File: src/hw/alu_ops_pkg.sv
// Shared constants, encodings and timing for the compare/divide/xor execution unit
package alu_ops_pkg;

  // ---------------------------------------------------------------------------
  // Data widths
  // ---------------------------------------------------------------------------
  localparam int DATA_W    = 24;
  localparam int SEL_W     = 2;
  localparam int RAMPTR_W  = 8;
  localparam int ADDR_W    = 4;
  localparam int CNT_W     = 5;
  localparam int FRAC_SHIFT = 24;

  // ---------------------------------------------------------------------------
  // Accumulator select codes: x, y, z, r
  // ---------------------------------------------------------------------------
  localparam logic [SEL_W-1:0] ACC_X = 2'h0;
  localparam logic [SEL_W-1:0] ACC_Y = 2'h1;
  localparam logic [SEL_W-1:0] ACC_Z = 2'h2;
  localparam logic [SEL_W-1:0] ACC_R = 2'h3;

  // ---------------------------------------------------------------------------
  // Flag bit positions in the flag register
  // ---------------------------------------------------------------------------
  localparam int FLAG_Z = 0;
  localparam int FLAG_S = 1;
  localparam int FLAG_O = 2;
  localparam int FLAG_C = 3;
  localparam int FLAG_W = 4;

  // ---------------------------------------------------------------------------
  // Register map (word index on the plain register port)
  // ---------------------------------------------------------------------------
  localparam logic [ADDR_W-1:0] REG_ACC_X  = 4'h0;
  localparam logic [ADDR_W-1:0] REG_ACC_Y  = 4'h1;
  localparam logic [ADDR_W-1:0] REG_ACC_Z  = 4'h2;
  localparam logic [ADDR_W-1:0] REG_ACC_R  = 4'h3;
  localparam logic [ADDR_W-1:0] REG_FLAGS  = 4'h4;
  localparam logic [ADDR_W-1:0] REG_RAMPTR = 4'h5;
  localparam logic [ADDR_W-1:0] REG_STATUS = 4'h6;
  localparam int STATUS_BUSY = 0;
  localparam int STATUS_WDT  = 1;

  // ---------------------------------------------------------------------------
  // Reset values
  // ---------------------------------------------------------------------------
  localparam logic [DATA_W-1:0]   ACC_RESET    = 24'h000000;
  localparam logic [3:0]          FLAGS_RESET  = 4'h0;
  localparam logic [RAMPTR_W-1:0] RAMPTR_RESET = 8'h00;

  // ---------------------------------------------------------------------------
  // Operation codes on the instruction port
  // ---------------------------------------------------------------------------
  typedef enum logic [2:0] {
    OP_CLEAR_WATCHDOG = 3'h0,
    OP_COMPARE        = 3'h1,
    OP_COMPLEMENT     = 3'h2,
    OP_DEC_RAMPTR     = 3'h3,
    OP_FRAC_DIVIDE    = 3'h4,
    OP_DIVMOD         = 3'h5,
    OP_XOR            = 3'h6
  } op_e;

  // ---------------------------------------------------------------------------
  // Execution length in cycles, and instruction size in bytes
  // ---------------------------------------------------------------------------
  localparam logic [CNT_W-1:0] CYC_CLRWDT    = 5'h02;
  localparam logic [CNT_W-1:0] CYC_CMP_REG   = 5'h01;
  localparam logic [CNT_W-1:0] CYC_CMP_IMM   = 5'h04;
  localparam logic [CNT_W-1:0] CYC_COMPL     = 5'h02;
  localparam logic [CNT_W-1:0] CYC_DECRAM    = 5'h01;
  localparam logic [CNT_W-1:0] CYC_DIV       = 5'h14;
  localparam logic [CNT_W-1:0] CYC_XOR_REG   = 5'h03;
  localparam logic [CNT_W-1:0] CYC_XOR_IMM   = 5'h06;

  localparam logic [2:0] BYTES_CLRWDT  = 3'h2;
  localparam logic [2:0] BYTES_CMP_REG = 3'h1;
  localparam logic [2:0] BYTES_CMP_IMM = 3'h4;
  localparam logic [2:0] BYTES_COMPL   = 3'h2;
  localparam logic [2:0] BYTES_DECRAM  = 3'h1;
  localparam logic [2:0] BYTES_DIV     = 3'h2;
  localparam logic [2:0] BYTES_XOR_REG = 3'h2;
  localparam logic [2:0] BYTES_XOR_IMM = 3'h5;

  // Quotient bits retired per divider cycle
  localparam int DIV_RADIX_BITS = 2;
  localparam int DIV_STEPS      = DATA_W / DIV_RADIX_BITS;

endpackage

File: src/hw/mag_divider.sv
// Iterative unsigned divider, two quotient bits per clock
`timescale 1ns/1ps
module mag_divider
(
  // Clock and reset
  input  wire logic                              i_clk_sys,
  input  wire logic                              i_resetn,
  // Request
  input  wire logic                              i_start,
  input  wire logic [alu_ops_pkg::DATA_W-1:0]    i_rem_init,
  input  wire logic [alu_ops_pkg::DATA_W-1:0]    i_numer,
  input  wire logic [alu_ops_pkg::DATA_W-1:0]    i_denom,
  // Result
  output logic                                   o_done,
  output logic      [alu_ops_pkg::DATA_W-1:0]    o_quot,
  output logic      [alu_ops_pkg::DATA_W-1:0]    o_rem
);

  localparam int W = alu_ops_pkg::DATA_W;

  logic [W-1:0] rem_q,  rem_d;
  logic [W-1:0] quo_q,  quo_d;
  logic [W-1:0] den_q,  den_d;
  logic [4:0]   step_q, step_d;
  logic         run_q,  run_d;
  logic         done_q, done_d;

  // ---------------------------------------------------------------------------
  // Next state: restoring steps, quotient shifts in where numerator shifts out
  // ---------------------------------------------------------------------------
  always_comb
  begin
    logic [W:0]   trial;
    logic [W-1:0] r;
    logic [W-1:0] q;
    trial  = '0;
    r      = rem_q;
    q      = quo_q;
    rem_d  = rem_q;
    quo_d  = quo_q;
    den_d  = den_q;
    step_d = step_q;
    run_d  = run_q;
    done_d = 1'b0;
    if (i_start)
    begin
      rem_d  = i_rem_init;
      quo_d  = i_numer;
      den_d  = i_denom;
      step_d = 5'(alu_ops_pkg::DIV_STEPS);
      run_d  = 1'b1;
    end
    else if (run_q)
    begin
      for (int k = 0; k < alu_ops_pkg::DIV_RADIX_BITS; k++)
      begin
        trial = {r, q[W-1]} - {1'b0, den_q};
        if (!trial[W])
        begin
          r = trial[W-1:0];
          q = {q[W-2:0], 1'b1};
        end
        else
        begin
          r = {r[W-2:0], q[W-1]};
          q = {q[W-2:0], 1'b0};
        end
      end
      rem_d  = r;
      quo_d  = q;
      step_d = step_q - 5'h01;
      if (step_q == 5'h01)
      begin
        run_d  = 1'b0;
        done_d = 1'b1;
      end
    end
  end

  always_ff @(posedge i_clk_sys or negedge i_resetn)
  begin
    if (!i_resetn)
    begin
      rem_q  <= '0;
      quo_q  <= '0;
      den_q  <= '0;
      step_q <= 5'h00;
      run_q  <= 1'b0;
      done_q <= 1'b0;
    end
    else
    begin
      rem_q  <= rem_d;
      quo_q  <= quo_d;
      den_q  <= den_d;
      step_q <= step_d;
      run_q  <= run_d;
      done_q <= done_d;
    end
  end

  assign o_done = done_q;
  assign o_quot = quo_q;
  assign o_rem  = rem_q;

endmodule

File: src/hw/cpu_exec_unit.sv
// Execution unit for watchdog clear, compare, complement, pointer decrement, divides and xor
//
// Overview of operation
// - Watchdog clear: two bytes, no operands, no flags, pulses watchdog restart.
// - Compare sets C, O, S, Z from p2 minus p1; registers unchanged.
// - Compare with 24-bit immediate takes four bytes and four cycles.
// - Complement negates the accumulator, sets S and Z, two bytes, two cycles.
// - Pointer decrement lowers RAM pointer by one, no flags, one cycle.
// - Fractional divide writes (p1 shifted left 24) / p2 to p1, sets S, Z.
// - Fractional divide is two bytes, twenty cycles, accumulator operands only; the code also takes i_imm as divisor when i_src_is_imm is set.
// - Divmod writes signed quotient to p1, remainder to p2, sets S, Z.
// - Xor writes p1 xor p2, sets S, Z; register form two bytes, three cycles.
// - Xor with 24-bit immediate takes five bytes and six cycles.
// - Destination is one of x, y, z, r; source accumulator or immediate.
//
// Our own choices: the register offsets and the strobed register port.
`timescale 1ns/1ps
module cpu_exec_unit
(
  // Clock and reset
  input  wire logic                                i_clk_sys,
  input  wire logic                                i_resetn,
  // Instruction port
  input  wire logic                                i_op_valid,
  input  wire logic [2:0]                          i_opcode,
  input  wire logic [alu_ops_pkg::SEL_W-1:0]       i_accumulator_select,
  input  wire logic [alu_ops_pkg::SEL_W-1:0]       i_src_select,
  input  wire logic                                i_src_is_imm,
  input  wire logic [alu_ops_pkg::DATA_W-1:0]      i_imm,
  output logic                                     o_op_ready,
  output logic                                     o_op_done,
  output logic      [2:0]                          o_op_bytes,
  output logic                                     o_op_illegal,
  // Watchdog restart
  output logic                                     o_wdt_clear,
  // Register port
  input  wire logic [alu_ops_pkg::ADDR_W-1:0]      i_reg_addr,
  input  wire logic [31:0]                         i_reg_wdata,
  input  wire logic                                i_reg_wr,
  input  wire logic                                i_reg_rd,
  output logic      [31:0]                         o_reg_rdata,
  // Flags and pointer
  output logic      [3:0]                          o_carry_overflow_sign_zero_flags,
  output logic      [alu_ops_pkg::RAMPTR_W-1:0]    o_ram_ptr
);

  localparam int W = alu_ops_pkg::DATA_W;

  typedef enum logic [1:0] {
    ST_IDLE = 2'b01,
    ST_RUN  = 2'b10
  } state_e;

  state_e                          state_q, state_d;
  logic [alu_ops_pkg::CNT_W-1:0]   cnt_q, cnt_d;
  alu_ops_pkg::op_e                op_q, op_d;
  logic [1:0]                      dst_q, dst_d;
  logic [1:0]                      srcsel_q, srcsel_d;
  logic [W-1:0]                    src_q, src_d;
  logic                            qneg_q, qneg_d;
  logic                            rneg_q, rneg_d;
  logic [2:0]                      bytes_q, bytes_d;
  logic                            done_q, done_d;
  logic                            wdt_q, wdt_d;
  logic                            illegal_q, illegal_d;
  logic                            wdt_seen_q, wdt_seen_d;
  logic [W-1:0]                    acc_q [4];
  logic [W-1:0]                    acc_d [4];
  logic [3:0]                      flags_q, flags_d;
  logic [alu_ops_pkg::RAMPTR_W-1:0] ptr_q, ptr_d;
  logic [31:0]                     rdata_q, rdata_d;

  logic                            accept;
  logic                            div_start;
  logic [W-1:0]                    opa, opb;
  logic [W-1:0]                    mag_a, mag_b;
  logic [W-1:0]                    div_rem_init, div_numer;
  logic                            div_done;
  logic [W-1:0]                    div_quot, div_rem;

  assign accept = i_op_valid && (state_q == ST_IDLE);

  // ---------------------------------------------------------------------------
  // Operand fetch: destination from the four accumulators, source from them or the immediate
  // ---------------------------------------------------------------------------
  // operand selection
  assign opa   = acc_q[i_accumulator_select];
  assign opb   = i_src_is_imm ? i_imm : acc_q[i_src_select];
  assign mag_a = opa[W-1] ? W'(-opa) : opa;
  assign mag_b = opb[W-1] ? W'(-opb) : opb;

  // fractional numerator: upper half already below divisor
  always_comb
  begin
    div_start    = accept && ((i_opcode == 3'(alu_ops_pkg::OP_FRAC_DIVIDE)) ||
                              (i_opcode == 3'(alu_ops_pkg::OP_DIVMOD)));
    div_rem_init = (i_opcode == 3'(alu_ops_pkg::OP_FRAC_DIVIDE)) ? mag_a : '0;
    div_numer    = (i_opcode == 3'(alu_ops_pkg::OP_FRAC_DIVIDE)) ? '0 : mag_a;
  end

  mag_divider u_div
  (
    .i_clk_sys  (i_clk_sys),
    .i_resetn   (i_resetn),
    .i_start    (div_start),
    .i_rem_init (div_rem_init),
    .i_numer    (div_numer),
    .i_denom    (mag_b),
    .o_done     (div_done),
    .o_quot     (div_quot),
    .o_rem      (div_rem)
  );

  // ---------------------------------------------------------------------------
  // Sequencer: capture, count down, commit on the last cycle
  // ---------------------------------------------------------------------------
  always_comb
  begin
    state_d   = state_q;
    cnt_d     = cnt_q;
    op_d      = op_q;
    dst_d     = dst_q;
    srcsel_d  = srcsel_q;
    src_d     = src_q;
    qneg_d    = qneg_q;
    rneg_d    = rneg_q;
    bytes_d   = bytes_q;
    illegal_d = 1'b0;
    unique case (state_q)
      ST_IDLE:
      begin
        if (i_op_valid)
        begin
          dst_d    = i_accumulator_select;
          srcsel_d = i_src_select;
          src_d    = opb;
          qneg_d   = opa[W-1] ^ opb[W-1];
          rneg_d   = opa[W-1];
          state_d  = ST_RUN;
          case (i_opcode)
            3'(alu_ops_pkg::OP_CLEAR_WATCHDOG):
            begin
              op_d    = alu_ops_pkg::OP_CLEAR_WATCHDOG;
              cnt_d   = alu_ops_pkg::CYC_CLRWDT - 5'h01;
              bytes_d = alu_ops_pkg::BYTES_CLRWDT;
            end
            3'(alu_ops_pkg::OP_COMPARE):
            begin
              op_d    = alu_ops_pkg::OP_COMPARE;
              cnt_d   = (i_src_is_imm ? alu_ops_pkg::CYC_CMP_IMM : alu_ops_pkg::CYC_CMP_REG) - 5'h01;
              bytes_d = i_src_is_imm ? alu_ops_pkg::BYTES_CMP_IMM : alu_ops_pkg::BYTES_CMP_REG;
            end
            3'(alu_ops_pkg::OP_COMPLEMENT):
            begin
              op_d    = alu_ops_pkg::OP_COMPLEMENT;
              cnt_d   = alu_ops_pkg::CYC_COMPL - 5'h01;
              bytes_d = alu_ops_pkg::BYTES_COMPL;
            end
            3'(alu_ops_pkg::OP_DEC_RAMPTR):
            begin
              op_d    = alu_ops_pkg::OP_DEC_RAMPTR;
              cnt_d   = alu_ops_pkg::CYC_DECRAM - 5'h01;
              bytes_d = alu_ops_pkg::BYTES_DECRAM;
            end
            3'(alu_ops_pkg::OP_FRAC_DIVIDE), 3'(alu_ops_pkg::OP_DIVMOD):
            begin
              op_d    = alu_ops_pkg::op_e'(i_opcode);
              cnt_d   = alu_ops_pkg::CYC_DIV - 5'h01;
              bytes_d = alu_ops_pkg::BYTES_DIV;
            end
            3'(alu_ops_pkg::OP_XOR):
            begin
              op_d    = alu_ops_pkg::OP_XOR;
              cnt_d   = (i_src_is_imm ? alu_ops_pkg::CYC_XOR_IMM : alu_ops_pkg::CYC_XOR_REG) - 5'h01;
              bytes_d = i_src_is_imm ? alu_ops_pkg::BYTES_XOR_IMM : alu_ops_pkg::BYTES_XOR_REG;
            end
            default:
            begin
              // Unknown code: flagged and dropped, unit stays free
              state_d   = ST_IDLE;
              illegal_d = 1'b1;
            end
          endcase
        end
      end
      ST_RUN:
      begin
        if (cnt_q == 5'h00)
          state_d = ST_IDLE;
        else
          cnt_d = cnt_q - 5'h01;
      end
    endcase
  end

  // ---------------------------------------------------------------------------
  // Commit of results, flags and pointer; register port writes
  // ---------------------------------------------------------------------------
  always_comb
  begin
    logic [W:0]   diff;
    logic [W-1:0] res;
    logic [W-1:0] a;
    logic         commit;
    for (int i = 0; i < 4; i++)
      acc_d[i] = acc_q[i];
    flags_d    = flags_q;
    ptr_d      = ptr_q;
    done_d     = 1'b0;
    wdt_d      = 1'b0;
    wdt_seen_d = wdt_seen_q;
    a          = acc_q[dst_q];
    diff       = '0;
    res        = '0;
    commit     = (state_q == ST_RUN) && (cnt_q == 5'h00);
    // Software writes are ignored while an instruction is in flight
    if (i_reg_wr && (state_q == ST_IDLE))
    begin
      unique case (i_reg_addr)
        alu_ops_pkg::REG_ACC_X, alu_ops_pkg::REG_ACC_Y,
        alu_ops_pkg::REG_ACC_Z, alu_ops_pkg::REG_ACC_R:
          acc_d[i_reg_addr[1:0]] = i_reg_wdata[W-1:0];
        alu_ops_pkg::REG_FLAGS:
          flags_d = i_reg_wdata[3:0];
        alu_ops_pkg::REG_RAMPTR:
          ptr_d = i_reg_wdata[alu_ops_pkg::RAMPTR_W-1:0];
        alu_ops_pkg::REG_STATUS:
          if (i_reg_wdata[alu_ops_pkg::STATUS_WDT])
            wdt_seen_d = 1'b0;
        default:
        begin
        end
      endcase
    end
    if (commit)
    begin
      done_d = 1'b1;
      unique case (op_q)
        alu_ops_pkg::OP_CLEAR_WATCHDOG:
        begin
          wdt_d      = 1'b1;
          wdt_seen_d = 1'b1;
        end
        alu_ops_pkg::OP_COMPARE:
        begin
          diff = {1'b0, src_q} - {1'b0, a};
          res  = diff[W-1:0];
          flags_d[alu_ops_pkg::FLAG_C] = diff[W];
          flags_d[alu_ops_pkg::FLAG_O] = (src_q[W-1] ^ a[W-1]) & (src_q[W-1] ^ res[W-1]);
        end
        alu_ops_pkg::OP_COMPLEMENT:
        begin
          res = ~a + 24'h000001;
          acc_d[dst_q] = res;
        end
        alu_ops_pkg::OP_DEC_RAMPTR:
          ptr_d = ptr_q - 8'h01;
        alu_ops_pkg::OP_FRAC_DIVIDE:
        begin
          res = qneg_q ? W'(-div_quot) : div_quot;
          acc_d[dst_q] = res;
        end
        alu_ops_pkg::OP_DIVMOD:
        begin
          // quotient to p1, remainder to p2
          res = qneg_q ? W'(-div_quot) : div_quot;
          acc_d[srcsel_q] = rneg_q ? W'(-div_rem) : div_rem;
          acc_d[dst_q]    = res;
        end
        alu_ops_pkg::OP_XOR:
        begin
          res = a ^ src_q;
          acc_d[dst_q] = res;
        end
      endcase
      if ((op_q != alu_ops_pkg::OP_CLEAR_WATCHDOG) && (op_q != alu_ops_pkg::OP_DEC_RAMPTR))
      begin
        flags_d[alu_ops_pkg::FLAG_S] = res[W-1];
        flags_d[alu_ops_pkg::FLAG_Z] = (res == '0);
      end
    end
  end

  // ---------------------------------------------------------------------------
  // Register port read: data stands the cycle after the strobe
  // ---------------------------------------------------------------------------
  always_comb
  begin
    rdata_d = 32'h00000000;
    if (i_reg_rd)
    begin
      unique case (i_reg_addr)
        alu_ops_pkg::REG_ACC_X, alu_ops_pkg::REG_ACC_Y,
        alu_ops_pkg::REG_ACC_Z, alu_ops_pkg::REG_ACC_R:
          rdata_d[W-1:0] = acc_q[i_reg_addr[1:0]];
        alu_ops_pkg::REG_FLAGS:
          rdata_d[3:0] = flags_q;
        alu_ops_pkg::REG_RAMPTR:
          rdata_d[alu_ops_pkg::RAMPTR_W-1:0] = ptr_q;
        alu_ops_pkg::REG_STATUS:
        begin
          rdata_d[alu_ops_pkg::STATUS_BUSY] = (state_q == ST_RUN);
          rdata_d[alu_ops_pkg::STATUS_WDT]  = wdt_seen_q;
        end
        default:
          rdata_d = 32'h00000000;
      endcase
    end
  end

  // ---------------------------------------------------------------------------
  // State registers
  // ---------------------------------------------------------------------------
  always_ff @(posedge i_clk_sys or negedge i_resetn)
  begin
    if (!i_resetn)
    begin
      state_q    <= ST_IDLE;
      cnt_q      <= 5'h00;
      op_q       <= alu_ops_pkg::OP_CLEAR_WATCHDOG;
      dst_q      <= 2'h0;
      srcsel_q   <= 2'h0;
      src_q      <= '0;
      qneg_q     <= 1'b0;
      rneg_q     <= 1'b0;
      bytes_q    <= 3'h0;
      done_q     <= 1'b0;
      wdt_q      <= 1'b0;
      illegal_q  <= 1'b0;
      wdt_seen_q <= 1'b0;
      flags_q    <= alu_ops_pkg::FLAGS_RESET;
      ptr_q      <= alu_ops_pkg::RAMPTR_RESET;
      rdata_q    <= 32'h00000000;
      for (int i = 0; i < 4; i++)
        acc_q[i] <= alu_ops_pkg::ACC_RESET;
    end
    else
    begin
      state_q    <= state_d;
      cnt_q      <= cnt_d;
      op_q       <= op_d;
      dst_q      <= dst_d;
      srcsel_q   <= srcsel_d;
      src_q      <= src_d;
      qneg_q     <= qneg_d;
      rneg_q     <= rneg_d;
      bytes_q    <= bytes_d;
      done_q     <= done_d;
      wdt_q      <= wdt_d;
      illegal_q  <= illegal_d;
      wdt_seen_q <= wdt_seen_d;
      flags_q    <= flags_d;
      ptr_q      <= ptr_d;
      rdata_q    <= rdata_d;
      for (int i = 0; i < 4; i++)
        acc_q[i] <= acc_d[i];
    end
  end

  // ---------------------------------------------------------------------------
  // Outputs
  // ---------------------------------------------------------------------------
  assign o_op_ready   = (state_q == ST_IDLE);
  assign o_op_done    = done_q;
  assign o_op_bytes   = bytes_q;
  assign o_op_illegal = illegal_q;
  assign o_wdt_clear  = wdt_q;
  assign o_reg_rdata  = rdata_q;
  assign o_ram_ptr    = ptr_q;
  assign o_carry_overflow_sign_zero_flags = flags_q;

endmodule

File: config.mk
export PLATFORM = sky130hd
export DESIGN_NAME = cpu_exec_unit
export DESIGN_NICKNAME = d
export VERILOG_FILES = /design/src/hw/alu_ops_pkg.sv /design/src/hw/mag_divider.sv /design/src/hw/cpu_exec_unit.sv
export SDC_FILE = /design/constraint.sdc
export NUM_CORES = 1
export LEC_CHECK = 0
export ABC_CLOCK_PERIOD_IN_PS = 11320
export BUFFER_PORTS_ARGS = -buffer_cell sky130_fd_sc_hd__buf_2
export CAP_MARGIN = 15
export CORE_MARGIN = 2
export CORE_UTILIZATION = 35
export DETAILED_ROUTE_END_ITERATION = 8
export SYNTH_ARGS = -nofsm -noshare
export SYNTH_HDL_FRONTEND = slang
export SYNTH_SLANG_ARGS = --single-unit
File: constraint.sdc
create_clock -name i_clk_sys -period 11.32 [get_ports i_clk_sys]
set_input_delay 2.264 -clock i_clk_sys [delete_from_list [all_inputs] [get_ports i_clk_sys]]
set_output_delay 2.264 -clock i_clk_sys [all_outputs]
set_load 0.02 [all_outputs]
Word level (Yosys, flattened, before mapping)
Cells that the tools add are included.
{"block": "op_classes", "reduce_logical": 29, "n_bitwise": 11, "n_addsub": 13, "n_div": 0, "n_shift": 0, "n_eq_ne": 26, "magnitude_cmp": 8, "n_mul": 0, "muxes": 93}
{"op": "$mux 24", "count": 30}
{"op": "$bwmux 96", "count": 6}
{"op": "$pmux 96 s4", "count": 1}
{"op": "$mux 96", "count": 3}
{"op": "$bmux 24 s2", "count": 4}
{"op": "$demux 24 s2", "count": 3}
{"op": "$neg 24->24", "count": 4}
{"op": "$pmux 24 s4", "count": 1}
{"op": "$sub 25x24->25", "count": 2}
{"op": "$mux 8", "count": 4}
{"op": "$pmux 5 s5", "count": 1}
{"op": "$sub 24x24->25", "count": 1}
{"op": "$add 24x1->24 const B", "count": 1}
{"op": "$logic_not 24->1", "count": 1}
{"op": "$not 24->24", "count": 1}
{"op": "$xor 24x24->24", "count": 1}
{"op": "$mux 5", "count": 4}
{"op": "$eq 3x3->1 const B", "count": 6}
{"op": "$pmux 3 s6", "count": 1}
{"op": "$mux 1", "count": 16}
{"op": "$mux 16", "count": 1}
{"op": "$ge 3x3->1 const B", "count": 5}
{"op": "$not 2->3", "count": 5}
{"op": "$eq 3x2->1 const B", "count": 4}
{"op": "39 further kinds", "count": 74}
{"block": "word_totals", "memories": 0, "ram_bits": 0, "rom_bits": 0, "register_bits": 257, "out_inout_bits": 51, "latchBits": 0, "wordCells": 205}

Logic depth before layout (Yosys ltp)
Gate-level depths: netlist of the first run.
{"block": "depth", "word_depth": 12, "depth_mapped": 26, "mapped_depth_nobuf": 22}

By module
A second synthesis of the first run with hierarchy kept.
{"block": "hier_totals", "cells_unflattened": 2845, "area_unflattened_um2": 23891.7}
{"mod": "cpu_exec_unit", "area_per_inst_um2": 17391.7, "n_inst": 1, "cells_each": 2073}
{"mod": "mag_divider", "area_per_inst_um2": 6500.0, "n_inst": 1, "cells_each": 772}

Least setup slack after synthesis of the first run
No wires, ideal clock.
{"block": "synth_path", "path_kind": "in2reg", "from": "input i_src_is_imm", "to": "register u_div.den_q[18]", "n_path_buf": 4, "required_time_ns": 11.237, "stages": 14, "arrival_time_ns": 5.402, "path_slack_ns": 5.835, "setup_ns": 0.083, "cell_sequence": "buf_1 > buf_1 > buf_1 > clkbuf_1 > mux2i_1 > ha_1 > and2_1 > nand3_1 > nor2_1 > nand3_1 > nor2_1 > a31oi_1 > xor2_1 > o21ai_0"}
{"block": "synth_between", "elab_chain_len": 3}
{"item": "from (decl)", "line_no": "cpu_exec_unit.sv:28", "text": "input wire logic i_src_is_imm,"}
{"item": "$mux 24 *", "line_no": "cpu_exec_unit.sv:88", "text": "assign opb = i_src_is_imm ? i_imm : acc_q[i_src_select];"}
{"item": "$neg 24->24", "line_no": "cpu_exec_unit.sv:90", "text": "assign mag_b = opb[W-1] ? W'(-opb) : opb;"}
{"item": "$mux 24 *", "line_no": "cpu_exec_unit.sv:90"}
{"item": "to (signal assigned)", "line_no": "mag_divider.sv:95", "text": "den_q <= den_d;"}
{"item": "to (decl)", "line_no": "mag_divider.sv:23", "text": "logic [W-1:0] den_q, den_d;"}
Every way passes the cells marked *; elsewhere a longest branch is shown, timed or not.
A chain may end at the register's enable or synchronous reset.

Worst setup path in the final report of the first run
{"block": "layout_path", "from": "register u_div.rem_q[0] (netlist: u_div.o_rem[0])", "to": "register u_div.rem_q[17] (netlist: u_div.o_rem[17])"}
{"block": "layout_between", "elab_chain_len": 8}
{"item": "from (decl)", "line_no": "mag_divider.sv:21", "text": "logic [W-1:0] rem_q, rem_d;"}
{"item": "from (signal assigned)", "line_no": "mag_divider.sv:93", "text": "rem_q <= rem_d;"}
{"item": "$sub 25x24->25", "line_no": "mag_divider.sv:57", "text": "trial = {r, q[W-1]} - {1'b0, den_q};"}
{"item": "$mux 24 *", "line_no": "mag_divider.sv:58", "text": "if (!trial[W])"}
{"item": "$mux 24 *", "line_no": "mag_divider.sv:53", "text": "else if (run_q)"}
{"item": "$mux 24 *", "line_no": "mag_divider.sv:45", "text": "if (i_start)"}
{"item": "$sub 25x24->25", "line_no": "mag_divider.sv:57"}
{"item": "$mux 24 *", "line_no": "mag_divider.sv:58"}
{"item": "$mux 24 *", "line_no": "mag_divider.sv:53"}
{"item": "$mux 24 *", "line_no": "mag_divider.sv:45"}
Every way passes the cells marked *; elsewhere a longest branch is shown, timed or not. The select of a mux whose other input is x is not followed.

==> results of run 1 <==
[critical path, cell delays in order (launching register included)]
cell,delay [ns]
dfrtp_1,0.44
inv_1,0.38
fa_1,0.33
nor2b_1,0.08
o31a_1,0.28
o21a_1,0.26
a2111o_1,0.50
and2_4,0.18
o311ai_4,0.34
buf_4,0.41
mux2_2,0.41
ha_1,0.36
nand4b_1,0.16
a31oi_1,0.30
o21bai_1,0.14
a31o_2,0.26
o22ai_1,0.35
xnor2_2,0.11
buf_4,0.25
or3b_2,0.49
a31o_2,0.24
[metal layers]
| metal | up-vias | global-route usage (%) |
|---|---|---|
| met4 | 4 | 19.2 |
| met1 | 11368 | 38.6 |
| li1 | 10079 | - |
| met3 | 338 | 6.87 |
| met2 | 1384 | 44.7 |
| met5 | - | 0 |
[kinds of logic after synthesis]
kind of cell,count (synthesis)
buf+inv,289
mux,231
xor+xnor,165
fa+ha+maj,86
flops,257
compound gates,876
simple gates,795
other cells,1
[worst min-delay path by stage]
stage,slack [ns],end,start
6_report,0.48,u_div.den_q[15],u_div.den_q[15]
5_1_grt,0.50,u_div.den_q[15],u_div.den_q[15]
4_1_cts,0.48,u_div.den_q[15],u_div.den_q[15]
3_5_place_dp,0.47,u_div.den_q[5],u_div.den_q[5]
3_3_place_gp,0.46,wdt_seen_q,wdt_seen_q
2_1_floorplan,0.45,wdt_seen_q,wdt_seen_q
[cell usage in the layout (no fill, tap or decap), types with 56 or more instances in the layout]
cell type / Yosys / routed
o21ai_0: 237 / 237
inv_1: 96 / 96
mux2i_1: 126 / 125
ha_1: 83 / 83
dfrtp_1: 256 / 255
nor2_1: 206 / 200
nand3_1: 58 / 57
xor2_1: 56 / 56
nand2_1: 228 / 226
a21oi_1: 184 / 184
o22ai_1: 97 / 97
mux4_2: 85 / 85
xnor2_1: 109 / 108
buf_2: 8 / 106
nor3_1: 62 / 61
[per-stage QoR]
| step | setup slack, ns | hold slack [ns] | utilization (%) |
|---|---|---|---|
| 3_5_place_dp | 5.00 | 0.472 | 37.4 |
| 5_1_grt | 4.66 | 0.504 | 39.2 |
| 4_1_cts | 4.96 | 0.485 | 39.1 |
| 3_3_place_gp | 5.03 | 0.463 | 37.4 |
| 2_1_floorplan | 5.83 | 0.450 | - |
| 6_report | 4.90 | 0.478 | 39.2 |
[sequential cells by signal (all words and copies together), names as in the netlist, 2 cells and up]
register / cells
cnt_q: 5
src_q: 24
state_q: 2
acc_q: 96
u_div.o_quot: 24
u_div.den_q: 24
o_reg_rdata: 24
o_op_bytes: 3
u_div.o_rem: 24
o_carry_overflow_sign_zero_flags: 4
dst_q: 2
u_div.step_q: 5
srcsel_q: 2
op_q: 3
o_ram_ptr: 8
[synth_stat cells (22+ instances only)]
cell type,number
xor2_1,56
nor3_1,62
nor2b_1,54
nor2_1,206
nand2_1,228
and2_1,22
mux2i_1,126
a31oi_1,52
ha_1,83
nand2b_1,27
buf_1,22
clkbuf_1,152
o221ai_1,30
a21oi_1,184
o21ai_0,237
a22oi_1,46
dfrtp_1,256
o21a_1,39
mux4_2,85
or3_1,33
a21o_1,30
inv_1,96
nand3_1,58
o22ai_1,97
xnor2_1,109
[area by class of cell]
cell class	count	share of cell area [%]
tap	855	4.22
inverter	96	1.42
clock buffer	51	4.05
multi-input combinational	2161	61.1
sequential	257	25.4
timing repair buffer	151	3.53
antenna	3	0.0296
clock inverter	8	0.296
==> flow_metrics.py, run 1 <==
metrics = {
    "run_status": {
        "outcome": "completed",
    },
    "route": {
        "routed_wl_mm": 103,
        "num_vias": 23173,
        "highest_layer": "met5",
        "via_per_inst": 6.47,
        "drt_iter0_drc": 2941,
        "drcViolationCount": 0,
        "wl_met1_mm": 41.1,
        "dr_wl_met2_mm": 44.4,
        "drt-pass1-iter-count": 6,
        "post_drt_wl_per_cell_um": 28.8,
        "dr_wl_met3_mm": 9.84,
        "antenna_left": 0,
    },
    "clocking": {
        "cts_max_path_buffers": 3,
        "cts.hold.buffers_added": 0,
        "cts_tree": "yes",
        "clk_latency_ns": 0.56,
        "clkSinkCount": 257,
        "cts-root-buf": "clkbuf_16",
        "cts_resized": 0,
        "clk_pin_slew_ns": 0.06,
        "postCtsSetupBuffers": 0,
        "cts_made_buffers": 34,
        "htree_levels": 2,
    },
    "logic_synthesis": {
        "synthMuxAreaShare_pct": 14.8,
        "ys_warn_count": 0,
        "yosys.area_share.adder_pct": 4.78,
        "synth-simple-area-share_pct": 16.8,
        "ys_seq_elements": 257,
        "synth_edf_count": 0,
        "dominantRegCellSynth": "dfrtp_1",
        "synth_area_leader_cell": "dfrtp_1",
        "synth_compound_area_share_pct": 24.3,
        "ys_types": 86,
        "synth_top_family_by_area": "compound AO/OA/AOI/OAI gates",
        "synth_cells": 2700,
        "netlist_top_cells_area": "dfrtp_1, mux4_2, mux2i_1",
        "synth_xor_xnor_area_share_pct": 6.29,
        "async_flop_share_pct": 100,
        "synth_top_area_share_pct": 27.9,
        "synth_area_sq_um": 23000,
        "ys_seq_area_share_pct": 28.0,
        "avgSynthCellArea_sq_um": 8.50,
    },
    "sta": {
        "setup_viol": 0,
        "tns_ns": 0,
        "period_minus_slack_ns": 6.42,
        "relSlewSlack_pct": 20.3,
        "finalCritPeriodShare_pct": 56.7,
        "max_freq_mhz": 156,
        "rsz0062_at_grt": "false",
        "worst-slew-pin-transition_ns": 1.18,
        "skew_ns": 0.0317,
        "hold_viol_final": 0,
        "drv_slew": 0,
    },
    "cells_and_area": {
        "drive_above_1_share_pct": 13.4,
        "final_cells": 3582,
        "seq_area_sq_um": 6430,
        "nets": 2860,
        "fillers": 6630,
        "multiInputGateArea_sq_um": 15500,
        "area_growth_pct": 10.4,
        "fin_area_sq_um": 25300,
    },
    "global_routing": {
        "overflow": 0,
        "antenna_found_initial": 5,
        "grt.total_usage_pct": 29.8,
        "grt_pass1_wl_mm": 150,
        "grt_pass1_vias": 22203,
        "grt_max_degree": 143,
    },
    "floorplan": {
        "rows": 93,
        "die_x_um": 260,
        "dieArea_sq_um": 67700,
        "start_util_pct": 35.5,
        "ios": 124,
        "die_h_um": 260,
        "core-area_sq_um": 64700,
    },
    "worst_setup_path": {
        "reg2regPathDepth": 20,
        "worstSetupEndpointType": "flip-flop",
        "worstPathRequired_ns": 11.76,
        "r2r_slack_ns": 4.90,
        "timing.rr.start": "u_div.o_rem[0]",
        "cp.arrival_ns": 6.85,
        "cp-startpoint": "u_div.o_rem[0]",
        "setup.worst_path.start_class": "flip-flop",
        "worstSetupEndpoint": "u_div.o_rem[17]",
        "cp_max_fo": 40,
        "critical_path_class": "flip-flop to flip-flop",
        "worstReg2RegEnd": "u_div.o_rem[17]",
    },
    "hold_path": {
        "hold_depth": 2,
        "hp-class": "flip-flop to flip-flop",
    },
    "placed_design": {
        "dp.cells": 3519,
        "dpl_cell_area_sq_um": 24200,
        "routabilityCongestion": 1.01,
        "place_hpwl_mm": 76.3,
        "port_buffers": 107,
    },
    "job": {
        "maxCapViolCount": 0,
    },
}
Power of run 1 is not shown: default switching activity piles up to over one toggle a cycle in this logic, so the estimate is an artifact.
==> inputs of run 2 (changes only) <==
- ABC_AREA: unset -> 1
- ABC_CLOCK_PERIOD_IN_PS: 11320 -> 6200
- clock period: 11.32 -> 6.2 ns (I/O delays scaled with it)
==> run 2 against run 1 <==
Register-to-register slack lost 4.2 ns. Utilization decreased by 0.11 points. Sequential cell count did not move. Critical path depth grew 12. Worst hold slack improved by 0.00099 ns. Cell count increased by 47%. Setup slack got worse by 4.2 ns.
==> flow_metrics.py, run 2 <==
metrics = {
    "run_status": {
        "outcome": "completed",
    },
    "floorplan": {
        "dieArea_sq_um": 75500,
        "core-area_sq_um": 72800,
        "die_h_um": 275,
        "ios": 124,
        "start_util_pct": 35.2,
        "rows": 99,
        "die_x_um": 275,
    },
    "global_routing": {
        "grt.total_usage_pct": 33.7,
        "busiest_layer": "met2",
        "grt_max_degree": 118,
        "grt_use_met2_pct": 51.3,
        "met1_usage_pct": 42.2,
        "grt.met3_usage_pct": 8.90,
        "grt_pass1_wl_mm": 188,
        "antenna_found_initial": 7,
        "overflow": 0,
        "grt_pass1_vias": 28456,
    },
    "logic_synthesis": {
        "netlist_top_cells_area": "dfrtp_1, nand2_1, o21ai_0",
        "synth_commonest_cells": "nand2_1, inv_1, o21ai_0",
        "ys_warn_count": 0,
        "post-synth-top-count-cell": "nand2_1",
        "dominantRegCellSynth": "dfrtp_1",
        "synth_edf_count": 0,
        "ys_types": 61,
        "avgSynthCellArea_sq_um": 6.09,
        "synth_cells": 4215,
        "synth_top_area_share_pct": 25.0,
        "async_flop_share_pct": 100,
        "ys_seq_area_share_pct": 25.1,
        "ys_seq_elements": 257,
        "synth_area_sq_um": 25700,
        "synth_area_leader_cell": "dfrtp_1",
    },
    "power_and_ir_drop": {
        "p_per_area_nw_per_um2": 720,
        "p_leak_uw": 0.0137,
        "combPwrFrac_pct": 74.4,
        "clock_power_share_pct": 10.3,
        "internal_power_uw": 8120,
        "swShare_pct": 60.4,
        "p_switching_uw": 12400,
        "power_frac_seq_pct": 15.3,
        "ir_drop_v": 0.000653,
    },
    "cells_and_area": {
        "drive_above_1_share_pct": 7.36,
        "final_cells": 5254,
        "nets": 4426,
        "area_growth_pct": 10.8,
        "multiInputGateArea_sq_um": 16600,
        "seq_area_sq_um": 6430,
        "final_cell_mix": "nand2_1, inv_1, o21ai_0",
        "largest_reg_flops": 96,
        "top_register": "acc_q",
        "fillers": 8101,
        "mostFrequentLayoutCell": "nand2_1",
        "fin_area_sq_um": 28500,
    },
    "placed_design": {
        "dpl_cell_area_sq_um": 27300,
        "place_hpwl_mm": 101,
        "routabilityCongestion": 1.09,
        "dp.cells": 5189,
        "port_buffers": 107,
    },
    "job": {
        "maxCapViolCount": 0,
    },
    "worst_setup_path": {
        "cp_max_fo": 25,
        "crit_family": "simple AND/OR/NAND/NOR gates",
        "critical_path_class": "flip-flop to flip-flop",
        "critPathBufInv": 7,
        "slowest_delay_ns": 0.43,
        "crit_top_cell": "nand2_1",
        "setup.worst_path.start_class": "flip-flop",
        "crit_path_top_delay_cell": "fa_1",
        "worstPathRequired_ns": 6.60,
        "cp.arrival_ns": 5.92,
        "worstSetupEndpointType": "flip-flop",
    },
    "route": {
        "num_vias": 30772,
        "drcViolationCount": 0,
        "drt_iter0_drc": 4216,
        "drt-pass1-iter-count": 7,
        "antenna_left": 0,
        "routed_wl_mm": 130,
        "post_drt_wl_per_cell_um": 24.8,
        "via_per_inst": 5.86,
    },
    "sta": {
        "setup_viol": 0,
        "hold_ws_ns": 0.479,
        "period_minus_slack_ns": 5.51,
        "worst-slew-pin-transition_ns": 1.11,
        "hold_viol_final": 0,
        "finalCritPeriodShare_pct": 88.9,
        "skew_ns": 0.0210,
        "rsz0062_at_grt": "false",
        "drv_slew": 0,
        "tns_ns": 0,
        "relSlewSlack_pct": 25.6,
        "max_freq_mhz": 181,
    },
    "clocking": {
        "cts_resized": 0,
        "cts_max_path_buffers": 3,
        "cts-root-buf": "clkbuf_16",
        "cts_made_buffers": 35,
        "htree_levels": 2,
        "postCtsSetupBuffers": 0,
        "clk_latency_ns": 0.56,
        "cts_tree": "yes",
        "clkSinkCount": 257,
        "clk_pin_slew_ns": 0.06,
        "cts.hold.buffers_added": 0,
    },
    "hold_path": {
        "hp-class": "flip-flop to flip-flop",
    },
}
[run 2: cell count changes after synthesis, sizes merged, moves of 65 or more]
cell	delta
xnor2	-79
nor2	+248
inv	+382
nand2	+897
mux2i	-126
o21ai	+223
o22ai	-65
nand3	+220
a21oi	+162
mux4	-85
[run 2: final cells by class]
| cell class | instances | share of cell area [%] |
|---|---|---|
| inverters | 482 | 6.37 |
| diodes | 3 | 0.0264 |
| well taps | 959 | 4.22 |
| clock inverters | 9 | 0.365 |
| multi-input cells | 3298 | 58.5 |
| repair buffers | 193 | 4.23 |
| flip-flops and latches | 257 | 22.6 |
| clock buffers | 53 | 3.71 |
[run 2: worst min-delay path: stages, from the launching register on]
cell and delay, ns:
dfrtp_1 0.34, nand2_1 0.05, nand2_1 0.06
[run 2: worst paths after layout]
path	from	end	slack, ns	cells after the start
worst min register to register	u_div.den_q[20]	u_div.den_q[20]	0.48	2
worst max-delay path	u_div.o_quot[23]	u_div.o_quot[0]	0.69	32
min in group asynchronous	i_resetn	o_ram_ptr[4]	0.68	1
worst min-delay path	u_div.den_q[20]	u_div.den_q[20]	0.48	2
worst max register to register	u_div.o_quot[23]	u_div.o_quot[0]	0.69	32
max in group asynchronous	i_resetn	acc_q[67]	4.17	2
[run 2: cells by family after synthesis]
logic type | count (synthesis) | share of synthesized area (%)
adder cells (fa/ha/maj) | 86 | 4.28
AND/OR/NAND/NOR | 1982 | 31.9
other | 1 | 0.0146
buffers and inverters | 667 | 10.3
flip-flops | 257 | 25.1
AO/OA/AOI/OAI | 1122 | 25.0
multiplexers | 1 | 0.0439
XOR/XNOR | 99 | 3.38
[run 2: power by group through the flow]
stage          Sequential [uW]  Combinational (uW)  Clock, uW
2_1_floorplan             2920                9900          0
3_3_place_gp              3120               14600          0
3_5_place_dp              3120               14700          0
4_1_cts                   3100               14700       2130
5_1_grt                   3210               16600       2190
6_report                  3130               15200       2110
[run 2: per-layer routing]
layer | up-vias | routed length (um)
li1 | 14182 | -
met1 | 14298 | 50300
met2 | 1855 | 54800
met3 | 431 | 14800
met4 | 6 | 10200
met5 | - | 34
[run 2: per-stage QoR]
step                      util (%)  power, uW  worst slack [ns]
final                         39.1      20500             0.687
after global routing          39.1      22000            0.0706
after CTS                     39.1      20000             0.624
after detailed placement      37.5      17800             0.652
after global placement        37.5      17800             0.713
after floorplan                  -      12800              1.88
Note: power is estimated with default switching activity, not from simulation.
